## src/design/qelt_pkg.sv

```systemverilog
// Package for the encoder line trigger block.
// Assumes a 50 MHz clock and one design module that uses it.
package qelt_pkg;

    // ------------------------------------------------------------
    // Clock and timing
    // ------------------------------------------------------------
    localparam int CLK_MHZ = 50;
    localparam int CLK_PERIOD_NS = 20;
    localparam int FILTER_MAX_NS = 150;
    localparam int FILTER_MAX_CYC = FILTER_MAX_NS / CLK_PERIOD_NS;
    localparam int STROBE_MIN_NS = 10;
    localparam int STROBE_MAX_NS = 2550;
    localparam int STROBE_MIN_CYC =
        (STROBE_MIN_NS + CLK_PERIOD_NS - 1) / CLK_PERIOD_NS;
    localparam int STROBE_MAX_CYC = STROBE_MAX_NS / CLK_PERIOD_NS;

    // ------------------------------------------------------------
    // Register offsets
    // ------------------------------------------------------------
    localparam logic [3:0] OFS_SOURCES = 4'h0;
    localparam logic [3:0] OFS_METHOD = 4'h1;
    localparam logic [3:0] OFS_DIVIDER = 4'h2;
    localparam logic [3:0] OFS_SKIP = 4'h3;
    localparam logic [3:0] OFS_POLICY = 4'h4;
    localparam logic [3:0] OFS_FILTER = 4'h5;
    localparam logic [3:0] OFS_STROBE = 4'h6;
    localparam logic [3:0] OFS_AVERAGE = 4'h7;
    localparam logic [3:0] OFS_MAXIVAL = 4'h8;
    localparam logic [3:0] OFS_MASKED = 4'h9;
    localparam logic [3:0] OFS_STATUS = 4'hA;

    // ------------------------------------------------------------
    // Field positions and reset values
    // ------------------------------------------------------------
    localparam int SRC_ONE_LSB = 0;
    localparam int SRC_TWO_LSB = 4;
    localparam logic [2:0] RST_SRC_ONE = 3'h0;
    localparam logic [2:0] RST_SRC_TWO = 3'h2;
    localparam logic [31:0] RST_DIVIDER = 32'h0001_0000;
    localparam logic [15:0] DIV_FRAC_MASK = 16'hFFFF;
    localparam logic [15:0] RST_SKIP = 16'h0000;
    localparam logic [2:0] RST_FILTER = 3'h0;
    localparam logic [6:0] RST_STROBE = 7'h05;
    localparam logic [2:0] RST_AVERAGE = 3'h0;
    localparam logic [31:0] RST_MAXIVAL = 32'h0000_0000;
    localparam int NUM_INPUT_LINES = 5;

    // ------------------------------------------------------------
    // Modes
    // ------------------------------------------------------------
    typedef enum logic [0:0] {
        METHOD_RATIO,
        METHOD_SKIP
    } qelt_method_type;

    typedef enum logic [1:0] {
        POLICY_MOTION,
        POLICY_FORWARD,
        POLICY_BACKWARD
    } qelt_policy_type;

    typedef struct packed {
        logic [3:0] addr;
        logic [31:0] wdata;
        logic wr;
        logic rd;
    } qelt_bus_req_type;

endpackage

```

## src/design/qelt_trigger.sv

```systemverilog
// Encoder to line trigger logic with a plain register port.
// Assumes encoder lines are asynchronous inputs, a 50 MHz clock, no bus waits.
// ----------------------------------------------------------------
// ----------------------------------------------------------------
//
// Chosen here: the address map and the plain strobed port.
`timescale 1ns/100ps
module qelt_trigger #(
    parameter int IVAL_W = 24,
    parameter int AVG_MAX = 8,
    parameter int MASK_W = 16
) (
    // Clock and reset
    input wire logic i_clk,
    input wire logic i_reset,
    // Trigger-capable input lines
    input wire logic [qelt_pkg::NUM_INPUT_LINES-1:0] i_lines,
    // Register port
    input wire logic [3:0] i_addr,
    input wire logic [31:0] i_wdata,
    input wire logic i_wr,
    input wire logic i_rd,
    output logic [31:0] o_rdata,
    // Trigger output
    output logic o_trigger,
    output logic o_direction
);

    // ------------------------------------------------------------
    // Registers
    // ------------------------------------------------------------
    qelt_pkg::qelt_bus_req_type req;
    logic [2:0] phase_one_input_select, phase_two_input_select;
    qelt_pkg::qelt_method_type trigger_method_select;
    logic [31:0] ratio_divider;
    logic [15:0] edges_to_skip;
    qelt_pkg::qelt_policy_type output_direction_policy;
    logic [2:0] input_glitch_filter;
    logic [6:0] trigger_pulse_width;
    logic [2:0] interval_averaging_depth;
    logic [31:0] max_interval;
    logic [MASK_W-1:0] suppressed_pulse_count;

    assign req = '{addr: i_addr, wdata: i_wdata, wr: i_wr, rd: i_rd};

    function automatic logic pick_line(
        input logic [qelt_pkg::NUM_INPUT_LINES-1:0] lines,
        input logic [2:0] sel);
        pick_line = (int'(sel) < qelt_pkg::NUM_INPUT_LINES) ?
            lines[sel] : 1'b0;
    endfunction

    always_ff @(posedge i_clk) begin
        if (i_reset) begin
            phase_one_input_select <= qelt_pkg::RST_SRC_ONE;
            phase_two_input_select <= qelt_pkg::RST_SRC_TWO;
            trigger_method_select <= qelt_pkg::METHOD_RATIO;
            ratio_divider <= qelt_pkg::RST_DIVIDER;
            edges_to_skip <= qelt_pkg::RST_SKIP;
            output_direction_policy <= qelt_pkg::POLICY_MOTION;
            input_glitch_filter <= qelt_pkg::RST_FILTER;
            trigger_pulse_width <= qelt_pkg::RST_STROBE;
            interval_averaging_depth <= qelt_pkg::RST_AVERAGE;
            max_interval <= qelt_pkg::RST_MAXIVAL;
        end else if (req.wr) begin
            unique case (req.addr)
                qelt_pkg::OFS_SOURCES: begin
                    phase_one_input_select <=
                        req.wdata[qelt_pkg::SRC_ONE_LSB +: 3];
                    phase_two_input_select <=
                        req.wdata[qelt_pkg::SRC_TWO_LSB +: 3];
                end
                qelt_pkg::OFS_METHOD: trigger_method_select <=
                    qelt_pkg::qelt_method_type'(req.wdata[0]);
                qelt_pkg::OFS_DIVIDER: ratio_divider <= req.wdata;
                qelt_pkg::OFS_SKIP: edges_to_skip <= req.wdata[15:0];
                qelt_pkg::OFS_POLICY: output_direction_policy <=
                    (req.wdata[1:0] == 2'h3) ? qelt_pkg::POLICY_MOTION :
                    qelt_pkg::qelt_policy_type'(req.wdata[1:0]);
                qelt_pkg::OFS_FILTER: input_glitch_filter <=
                    (req.wdata[2:0] > 3'(qelt_pkg::FILTER_MAX_CYC)) ?
                    3'(qelt_pkg::FILTER_MAX_CYC) : req.wdata[2:0];
                qelt_pkg::OFS_STROBE: trigger_pulse_width <=
                    (req.wdata[6:0] < 7'(qelt_pkg::STROBE_MIN_CYC)) ?
                    7'(qelt_pkg::STROBE_MIN_CYC) : req.wdata[6:0];
                qelt_pkg::OFS_AVERAGE:
                    interval_averaging_depth <= req.wdata[2:0];
                qelt_pkg::OFS_MAXIVAL: max_interval <= req.wdata;
                default: ;
            endcase
        end
    end

    // Read data valid the cycle after the strobe only
    logic [31:0] next_rdata;
    always_comb begin
        next_rdata = 32'h0000_0000;
        if (req.rd) begin
            unique case (req.addr)
                qelt_pkg::OFS_SOURCES: begin
                    next_rdata[qelt_pkg::SRC_ONE_LSB +: 3] =
                        phase_one_input_select;
                    next_rdata[qelt_pkg::SRC_TWO_LSB +: 3] =
                        phase_two_input_select;
                end
                qelt_pkg::OFS_METHOD:
                    next_rdata[0] = trigger_method_select;
                qelt_pkg::OFS_DIVIDER: next_rdata = ratio_divider;
                qelt_pkg::OFS_SKIP: next_rdata[15:0] = edges_to_skip;
                qelt_pkg::OFS_POLICY:
                    next_rdata[1:0] = output_direction_policy;
                qelt_pkg::OFS_FILTER: next_rdata[2:0] = input_glitch_filter;
                qelt_pkg::OFS_STROBE: next_rdata[6:0] = trigger_pulse_width;
                qelt_pkg::OFS_AVERAGE:
                    next_rdata[2:0] = interval_averaging_depth;
                qelt_pkg::OFS_MAXIVAL: next_rdata = max_interval;
                qelt_pkg::OFS_MASKED:
                    next_rdata[MASK_W-1:0] = suppressed_pulse_count;
                qelt_pkg::OFS_STATUS: next_rdata[0] = o_direction;
                default: next_rdata = 32'h0000_0000;
            endcase
        end
    end

    always_ff @(posedge i_clk) begin
        if (i_reset) o_rdata <= 32'h0000_0000;
        else o_rdata <= next_rdata;
    end

    // ------------------------------------------------------------
    // Synchroniser and glitch filter
    // ------------------------------------------------------------
    // Two flops per phase; stage one feeds only stage two
    logic [1:0] sync_a, sync_b, filt, filt_d;
    logic [2:0] stab_a, stab_b;
    always_ff @(posedge i_clk) begin
        if (i_reset) begin
            sync_a <= 2'h0;
            sync_b <= 2'h0;
        end else begin
            sync_a <= {sync_a[0],
                pick_line(i_lines, phase_one_input_select)};
            sync_b <= {sync_b[0],
                pick_line(i_lines, phase_two_input_select)};
        end
    end

    // Level accepted after it holds for the filter count
    logic [1:0] next_filt;
    logic [2:0] next_stab_a, next_stab_b;
    always_comb begin
        next_filt = filt;
        next_stab_a = 3'h0;
        next_stab_b = 3'h0;
        if (sync_a[1] != filt[0]) begin
            next_stab_a = stab_a + 3'h1;
            if (stab_a >= input_glitch_filter) begin
                next_filt[0] = sync_a[1];
                next_stab_a = 3'h0;
            end
        end
        if (sync_b[1] != filt[1]) begin
            next_stab_b = stab_b + 3'h1;
            if (stab_b >= input_glitch_filter) begin
                next_filt[1] = sync_b[1];
                next_stab_b = 3'h0;
            end
        end
    end

    always_ff @(posedge i_clk) begin
        if (i_reset) begin
            filt <= 2'h0;
            filt_d <= 2'h0;
            stab_a <= 3'h0;
            stab_b <= 3'h0;
        end else begin
            filt <= next_filt;
            filt_d <= filt;
            stab_a <= next_stab_a;
            stab_b <= next_stab_b;
        end
    end

    // ------------------------------------------------------------
    // Quadrature decode and direction masking
    // ------------------------------------------------------------
    logic any_edge, step_fwd, rise_a, pass_step;
    assign any_edge = (filt != filt_d);
    // A leads B forward: new A differs from old B
    assign step_fwd = (filt[0] ^ filt_d[1]);
    assign rise_a = filt[0] & ~filt_d[0];

    logic wanted, against;
    logic [MASK_W-1:0] next_masked;
    always_comb begin
        wanted = (output_direction_policy == qelt_pkg::POLICY_FORWARD) ?
            step_fwd : ~step_fwd;
        against = any_edge && !wanted;
        next_masked = suppressed_pulse_count;
        pass_step = 1'b0;
        if (output_direction_policy == qelt_pkg::POLICY_MOTION) begin
            next_masked = '0;
            pass_step = any_edge;
        end else if (against) begin
            if (~&suppressed_pulse_count)
                next_masked = suppressed_pulse_count + 1'b1;
        end else if (any_edge) begin
            if (suppressed_pulse_count != '0)
                next_masked = suppressed_pulse_count - 1'b1;
            else
                pass_step = 1'b1;
        end
    end

    always_ff @(posedge i_clk) begin
        if (i_reset) begin
            suppressed_pulse_count <= '0;
            o_direction <= 1'b1;
        end else begin
            suppressed_pulse_count <= next_masked;
            if (any_edge) o_direction <= step_fwd;
        end
    end

    // Phase one rise counts in ratio mode only when allowed
    logic a_pulse, edge_pulse;
    assign a_pulse = rise_a && pass_step;
    assign edge_pulse = pass_step;

    // ------------------------------------------------------------
    // Interval measurement and averaging
    // ------------------------------------------------------------
    // Cap prevents a stale standstill interval freezing triggers
    localparam logic [IVAL_W-1:0] IVAL_CAP = '1;
    logic [IVAL_W-1:0] ival_cnt, ival_hist [AVG_MAX];
    logic [IVAL_W+2:0] ival_sum;
    logic [IVAL_W-1:0] period_avg, cap_ival;
    logic [3:0] avg_n;
    logic is_whole;
    assign is_whole = (ratio_divider[15:0] == 16'h0000);

    always_comb begin
        cap_ival = IVAL_CAP;
        if (!is_whole && max_interval != 32'h0000_0000 &&
            max_interval < 32'(IVAL_CAP))
            cap_ival = max_interval[IVAL_W-1:0];
        avg_n = (interval_averaging_depth == 3'h0) ? 4'h1 :
            {1'b0, interval_averaging_depth};
        ival_sum = '0;
        for (int k = 0; k < AVG_MAX; k++)
            if (k < int'(avg_n))
                ival_sum = ival_sum + (IVAL_W+3)'(ival_hist[k]);
        period_avg = IVAL_W'(ival_sum / (IVAL_W+3)'(avg_n));
    end

    always_ff @(posedge i_clk) begin
        if (i_reset) begin
            ival_cnt <= '0;
            for (int k = 0; k < AVG_MAX; k++) ival_hist[k] <= '0;
        end else if (a_pulse) begin
            ival_cnt <= IVAL_W'(1);
            ival_hist[0] <= ival_cnt;
            for (int k = 1; k < AVG_MAX; k++) ival_hist[k] <= ival_hist[k-1];
        end else if (ival_cnt < cap_ival) begin
            ival_cnt <= ival_cnt + 1'b1;
        end
    end

    // ------------------------------------------------------------
    // Trigger generation
    // ------------------------------------------------------------
    logic [15:0] dec_cnt, skip_cnt;
    logic [IVAL_W+15:0] acc, step_len;
    logic fire;
    logic [15:0] next_dec_cnt, next_skip_cnt;
    logic [IVAL_W+15:0] next_acc;

    // Spacing is period*divider/65536, in whole clock cycles
    assign step_len = (IVAL_W+16)'(((IVAL_W+32)'(period_avg) *
        (IVAL_W+32)'(ratio_divider)) >> 16);

    always_comb begin
        next_dec_cnt = dec_cnt;
        next_skip_cnt = skip_cnt;
        next_acc = acc;
        fire = 1'b0;
        if (trigger_method_select == qelt_pkg::METHOD_SKIP) begin
            if (edge_pulse) begin
                if (skip_cnt >= edges_to_skip) begin
                    fire = 1'b1;
                    next_skip_cnt = 16'h0000;
                end else
                    next_skip_cnt = skip_cnt + 16'h0001;
            end
        end else if (is_whole) begin
            if (a_pulse) begin
                if (dec_cnt + 16'h0001 >= ratio_divider[31:16]) begin
                    fire = 1'b1;
                    next_dec_cnt = 16'h0000;
                end else
                    next_dec_cnt = dec_cnt + 16'h0001;
            end
        end else begin
            if (a_pulse) begin
                fire = 1'b1;
                next_acc = '0;
            end else if (acc + (IVAL_W+16)'(1) >= step_len &&
                step_len != '0 && ival_cnt < period_avg) begin
                fire = 1'b1;
                next_acc = '0;
            end else
                next_acc = acc + (IVAL_W+16)'(1);
        end
    end

    logic [6:0] strobe_cnt;
    logic [6:0] next_strobe_cnt;
    always_comb begin
        next_strobe_cnt = (strobe_cnt != 7'h00) ? strobe_cnt - 7'h01 : 7'h00;
        if (fire) next_strobe_cnt = trigger_pulse_width;
    end

    always_ff @(posedge i_clk) begin
        if (i_reset) begin
            dec_cnt <= 16'h0000;
            skip_cnt <= 16'h0000;
            acc <= '0;
            strobe_cnt <= 7'h00;
            o_trigger <= 1'b0;
        end else begin
            dec_cnt <= next_dec_cnt;
            skip_cnt <= next_skip_cnt;
            acc <= next_acc;
            strobe_cnt <= next_strobe_cnt;
            o_trigger <= (next_strobe_cnt != 7'h00);
        end
    end

    // ------------------------------------------------------------
    // Assertions
    // ------------------------------------------------------------
    a_method_reset: assert property (@(posedge i_clk)
        $past(i_reset) && !i_reset |->
        trigger_method_select == qelt_pkg::METHOD_RATIO)
        else $error("method not ratio after reset");
    a_masked_up: assert property (@(posedge i_clk) disable iff (i_reset)
        against && output_direction_policy != qelt_pkg::POLICY_MOTION &&
        ~&suppressed_pulse_count |=>
        suppressed_pulse_count == $past(suppressed_pulse_count) + 1'b1)
        else $error("masked count did not rise");
    a_masked_gate: assert property (@(posedge i_clk) disable iff (i_reset)
        suppressed_pulse_count != '0 |-> !pass_step)
        else $error("pulse passed while masked");
    a_motion_pass: assert property (@(posedge i_clk) disable iff (i_reset)
        output_direction_policy == qelt_pkg::POLICY_MOTION && any_edge
        |-> pass_step)
        else $error("motion edge dropped");
    a_skip_zero: assert property (@(posedge i_clk) disable iff (i_reset)
        trigger_method_select == qelt_pkg::METHOD_SKIP &&
        edges_to_skip == 16'h0000 && edge_pulse |-> fire)
        else $error("skip zero missed edge");
    a_ratio_one: assert property (@(posedge i_clk) disable iff (i_reset)
        trigger_method_select == qelt_pkg::METHOD_RATIO &&
        ratio_divider == qelt_pkg::RST_DIVIDER && a_pulse |-> fire)
        else $error("unit ratio missed pulse");
    a_ratio_only_a: assert property (@(posedge i_clk) disable iff (i_reset)
        trigger_method_select == qelt_pkg::METHOD_RATIO && is_whole &&
        fire |-> a_pulse)
        else $error("ratio fired without phase one rise");
    a_strobe_width: assert property (@(posedge i_clk) disable iff (i_reset)
        fire |=> o_trigger && strobe_cnt == trigger_pulse_width)
        else $error("strobe not started");

endmodule

```

## config.mk

```make
export PLATFORM = sky130hd
export DESIGN_NAME = qelt_trigger
export DESIGN_NICKNAME = d
export VERILOG_FILES = /design/src/design/qelt_pkg.sv /design/src/design/qelt_trigger.sv
export SDC_FILE = /design/constraint.sdc
export NUM_CORES = 2
export LEC_CHECK = 0
export ABC_AREA = 1
export ABC_CLOCK_PERIOD_IN_PS = 96100
export BUFFER_PORTS_ARGS = -buffer_cell sky130_fd_sc_hd__buf_2
export CAP_MARGIN = 20
export CORE_AREA = 2 2 336 338
export DETAILED_ROUTE_END_ITERATION = 16
export DIE_AREA = 0 0 338 340
export PLACE_DENSITY = 0.81
export SYNTH_ARGS = -nofsm -noshare
export SYNTH_HDL_FRONTEND = slang
export SYNTH_SLANG_ARGS = --single-unit
```

## constraint.sdc

```tcl
create_clock -name i_clk -period 96.1 [get_ports i_clk]
set_input_delay 14.415 -clock i_clk [delete_from_list [all_inputs] [get_ports i_clk]]
set_output_delay 14.415 -clock i_clk [all_outputs]
set_load 0.005 [all_outputs]
```

Word level (Yosys, flattened, before mapping)
Memory sizes are Yosys's and may differ from the RTL's.
Cells that the tools add are included.
- memory bits (writable): 192
- output and inout bits: 34
- register bits: 269
- memories kept: 1
- input bits: 45
- word-level logic and storage cells: 210
- memories (name ; depth ; width ; rd ports ; clocked after memory_dff ; write ports ; line ; text):
    ival_hist ; 8 ; 24 ; 8 ; 0 ; 8 ; qelt_trigger.sv:236 ; logic [IVAL_W-1:0] ival_cnt, ival_hist [AVG_MAX];
- order comparisons: 22
- eq/ne operators: 16
- multiply operators: 1
- div/mod/pow operators: 1
- reductions and logical operators: 43
- multiplexer cells: 62
- bitwise gates (word level): 19
- add/subtract/negate cells: 16
- operators by type and width (kind ; count):
    $mux 24 ; 10
    $add 27x24->27 ; 7
    $mux 27 ; 7
    $mux 16 ; 6
    $mux 40 ; 2
    $mul 24x32->56 ; 1
    $add 16x1->16 const B ; 3
    $lt 24x24->1 ; 2
    $add 40x1->40 const B ; 1
    $ge 40x40->1 ; 1
    $reduce_bool 40->1 ; 1
    $pmux 9 s4 ; 1
    $ge 16x16->1 ; 2
    $lt 32x24->1 const B ; 1
    $pmux 16 s2 ; 1
    $reduce_bool 32->1 ; 1
    $div 27x4->27 ; 1
    $reduce_and 2->1 ; 13
    $add 24x1->24 const B ; 1
    $mux 1 ; 22
    $mux 7 ; 3
    $pmux 3 s6 ; 1
    $eq 4x3->1 const B ; 4
    $logic_not 16->1 ; 1
    42 further kinds ; 87

Depth between registers and ports, before layout
- depth after elaboration: 29
- gate-level depth with buffers: 405
- mapped depth without buffers: 383

Worst setup path after synthesis
OpenSTA, ideal clock, no wires.
- path type: reg2reg
- from: reg interval_averaging_depth[1]
- to: reg o_trigger
- slack: 39.654 ns
- clock period less this slack: 56.446 ns
- data required time: 95.980 ns
- stages on the path, launching flop included: 384
- library setup time: 0.120 ns
- path buffers: 25
- data arrival time: 56.326 ns
- cell sequence: dfxtp_1 -> nor2_2 -> inv_4 -> buf_6 -> clkbuf_1 -> clkbuf_1 -> clkbuf_1 -> nand2_1 -> o21ai_0 -> ha_1 -> inv_1 -> fa_1 -> nand3b_1 -> nand2_1 -> nand2_1 -> nand2_1 -> a21oi_1 -> or2_2 -> [... 348 more ...] -> nand2_1 -> inv_1 -> ha_1 -> nand2_1 -> nor4b_1 -> nand4_1 -> o2111ai_1 -> a21oi_1 -> a211oi_1 -> nand2_2 -> nand2_4 -> nand2_4 -> nand2_4 -> nand2_1 -> nand2_1 -> nand2_1 -> nor2_1 -> a21oi_1
- longest elaborated chain between the ends: 29
- elaborated cells on any way between the ends: 38
- classes of those cells: 7 x add/sub; 1 x mul; 1 x div; 10 x order compare; 14 x mux; 5 x reduce/logical
- ends and longest elaborated chain (what ; line ; text):
    start: declaration ; qelt_trigger.sv:40 ; logic [2:0] interval_averaging_depth;
    start signal: assignment ; qelt_trigger.sv:63 ; interval_averaging_depth <= qelt_pkg::RST_AVERAGE;
    start signal: assignment ; qelt_trigger.sv:87 ; interval_averaging_depth <= req.wdata[2:0];
    $logic_not 3->1 ; qelt_trigger.sv:248 ; avg_n = (interval_averaging_depth == 3'h0) ? 4'h1 :
    $mux 3 * ; qelt_trigger.sv:248 ;
    $lt 1x3->1 ; qelt_trigger.sv:252 ; if (k < int'(avg_n))
    $mux 24 ; qelt_trigger.sv:252 ;
    $add 27x24->27 ; qelt_trigger.sv:253 ; ival_sum = ival_sum + (IVAL_W+3)'(ival_hist[k]);
    $mux 27 ; qelt_trigger.sv:252 ;
    $add 27x24->27 ; qelt_trigger.sv:253 ;
    $mux 27 ; qelt_trigger.sv:252 ;
    [... 13 more ...] ; -- ;
    $logic_and 1x1->1 ; qelt_trigger.sv:308 ; end else if (acc + (IVAL_W+16)'(1) >= step_len &&
    $logic_and 1x1->1 * ; qelt_trigger.sv:309 ; step_len != '0 && ival_cnt < period_avg) begin
    $mux 1 * ; qelt_trigger.sv:308 ;
    $mux 1 * ; qelt_trigger.sv:305 ; if (a_pulse) begin
    $mux 1 * ; qelt_trigger.sv:296 ; end else if (is_whole) begin
    $mux 1 * ; qelt_trigger.sv:288 ; if (trigger_method_select == qelt_pkg::METHOD_SKIP) begin
    $mux 7 * ; qelt_trigger.sv:321 ; if (fire) next_strobe_cnt = trigger_pulse_width;
    $reduce_bool 7->1 * ; qelt_trigger.sv:336 ; o_trigger <= (next_strobe_cnt != 7'h00);
    end signal: assignment ; qelt_trigger.sv:336 ;
    end: declaration ; qelt_trigger.sv:25 ; output logic o_trigger,
Mark *: on every way between the ends. The rest lies on a longest branch, timed or not.
A chain may end at the register's enable or synchronous reset.

Worst setup path in the final report
Ends and elaborated chain as after synthesis.

==> impl_metrics.ini <==
[status]
outcome = completed

[drt]
drtIter0Drc = 6930
postRouteAntennaNets = 0
first_pass_iters = 10
drcViolationCount = 0
vias = 69600
wl_per_cell_um = 19.2
drt-total-wl_um = 230000
avgViaCountPerCell = 5.79

[clock_tree]
post_cts_buffers = 0
tritoncts = built
clockBufferDepth = 3
cts_buffers = 50
insertion_delay_ps = 690
clock_sinks = 437
hold_buffers = 0
cts-root-buf = clkbuf_16
h-tree-depth = 2
cts-resized-gates = 0
clkTransAtPathRegs_ps = 60

[grt]
grt_pass1_vias = 67200
grt_pass1_wl_um = 364000
grt_usage_pct = 40.2
grt_max_degree = 89
grt_overflow = 0
antenna_found_initial = 5

[placement]
io_buffers = 78
dpl.hpwl_um = 187000
place.gp.congestion = 0.996

[synthesis]
ys_warn_count = 0
ys_seq_area_share_pct = 14.5
synthDistinctLibCells = 74
syn_nets = 11900
ys_ff_latch = 437
netlist_area_sq_um = 71800
syn_avg_cell_area_sq_um = 6.77
synth_top_cell_area_share_pct = 18.5
synth_cells = 10600
synth_top_area_cell = fa_1
ys_top_cells_by_area = fa_1 19%, nand2_1 14%, inv_1 10%

[floorplanning]
initial_core_util_pct = 64.4
io_pins = 79
die_y_um = 340
dieArea_sq_um = 115000
rows = 123
die_w_um = 338
core-area_sq_um = 112000

[critical_path]
start_kind = flip-flop
cpMostUsedCell = inv_1
critPathMaxStageDelay_ps = 690
path_max_fanout = 64
critical-path-slowest-cell = nand3_2
crit_type = flip-flop to flip-flop
end_kind = flip-flop
cp.arrival_ps = 74070
cp_data_required_time_ps = 96660

[finish]
nNetsFinal = 11700
final_common_cell = nand2_1
area_growth_pct = 3.92
fillers = 9966
drive_gt1_share_pct = 7.02
mostFrequentLayoutCells = 2649 x nand2_1, 1946 x inv_1, 964 x nor2_1, 664 x fa_1, 620 x a21oi_1

[sta]
finalClockSkew_ps = 111
slew_headroom_pct = 28.3
min_period_ps = 73520
fmax_mhz = 13.6
finalHoldViolCount = 0
tns_ps = 0
fin_crit_sh_pct = 76.5
worst_pin_slew_ps = 1060
setup_viol = 0
rsz0062_at_grt = no
drv_slew = 0

[min_path]
holdCritPathClass = flip-flop to flip-flop

[flow_run]
maxCapViolCount = 0
synth_stat cells (all sizes together):
| library cell | count |
|---|---|
| nand2 | 2814 |
| inv | 2052 |
| nor2 | 1070 |
| fa | 664 |
| nand3 | 628 |
| a21oi | 626 |
| ha | 549 |
| o21ai | 508 |
| dfxtp | 269 |
| clkbuf | 229 |
| nand4 | 197 |
| edfxtp | 168 |
| xor2 | 161 |
| buf | 101 |
| nor3 | 93 |
| xnor2 | 85 |
| nand3b | 49 |
| clkinv | 41 |
| a31oi | 39 |
| nor4 | 35 |
| o21bai | 33 |
| or2 | 25 |
| a21o | 22 |
| o21a | 22 |
| o22ai | 22 |
| and2 | 21 |
| a211oi | 19 |
| a221oi | 16 |
| o211ai | 14 |
| o221ai | 8 |
| a21boi | 6 |
| nor3b | 5 |
| o2111ai | 5 |
| o211a | 3 |
| o31ai | 3 |
| a2111oi | 2 |
| a31o | 1 |
| bufinv | 1 |
| mux2i | 1 |
| nor4b | 1 |
| o221a | 1 |
| o311ai | 1 |
| or4 | 1 |
worst max-delay path, delay by kind of cell (launching register included):
family                   cells  cell delay (ps)
adder cells (fa/ha/maj)     42            15150
AND/OR/NAND/NOR            160            31000
flip-flops                   1              440
XOR/XNOR                     2              240
AO/OA/AOI/OAI               81            18220
buffers and inverters       65             7970
kinds of logic after synthesis:
logic type | count (synthesis) | synth area share, %
xor gates and xnor gates | 246 | 3.00
DFF | 437 | 14.5
muxes | 1 | 0.0139
adders and majority gates | 1213 | 28.1
AOI/OAI and AO/OA | 1351 | 10.3
buffers and inverters | 2424 | 13.4
and+or+nand+nor | 4939 | 30.6
layout make-up:
type / instances / area, sq um / share of cell area [%]
multi-input cells: 7750 / 51800 / 69.4
flip-flops and latches: 437 / 10400 / 14.0
inverters: 2094 / 7900 / 10.6
well taps: 1500 / 1880 / 2.51
clock buffers: 61 / 1360 / 1.83
repair buffers: 139 / 851 / 1.14
clock inverters: 33 / 412 / 0.551
diodes: 3 / 7.51 / 0.0101
state kept, by name, indices dropped and copies added (netlist names), 3 cells and up:
register,count
strobe_cnt,7
stab_b,3
trigger_pulse_width,7
input_glitch_filter,3
max_interval,32
o_rdata,32
ratio_divider,32
interval_averaging_depth,3
stab_a,3
ival_cnt,24
phase_two_input_select,3
phase_one_input_select,3
acc,40
edges_to_skip,16
suppressed_pulse_count,16
dec_cnt,16
skip_cnt,16
ival_hist,168
routing by layer:
metal / routed length (um) / GRT usage [%] / up-vias
met5: 45 / 0 / -
met3: 23800 / 8.08 / 738
met4: 13700 / 20.7 / 6
met1: 91400 / 53.1 / 32500
met2: 101000 / 62.3 / 3466
li1: - / - / 32900
stage by stage:
step / instance area, sq um / utilization [%] / hold slack (ps) / worst slack [ps] / cells
after floorplan: 71800 / - / 388 / 39650 / 10600
after global placement: 72900 / 65.3 / 392 / 26730 / 11900
after detailed placement: 72900 / 65.3 / 397 / 24260 / 11900
after CTS: 74600 / 66.9 / 404 / 23930 / 12000
after global routing: 74600 / 66.9 / 425 / 15840 / 12000
final: 74600 / 66.9 / 403 / 22580 / 12000
path summary, 6_finish.rpt:
| kind | from | end | slack [ps] | cells after the start |
|---|---|---|---|---|
| hold / removal | sync_b[0] | sync_b[1] | 400 | 2 |
| setup / recovery | interval_averaging_depth[1] | o_trigger | 22580 | 350 |
| setup reg to reg | interval_averaging_depth[1] | o_trigger | 22580 | 350 |
| hold reg to reg | sync_b[0] | sync_b[1] | 400 | 2 |
Power is not shown: default switching activity piles up to over one toggle a cycle in this logic, so the estimate is an artifact.
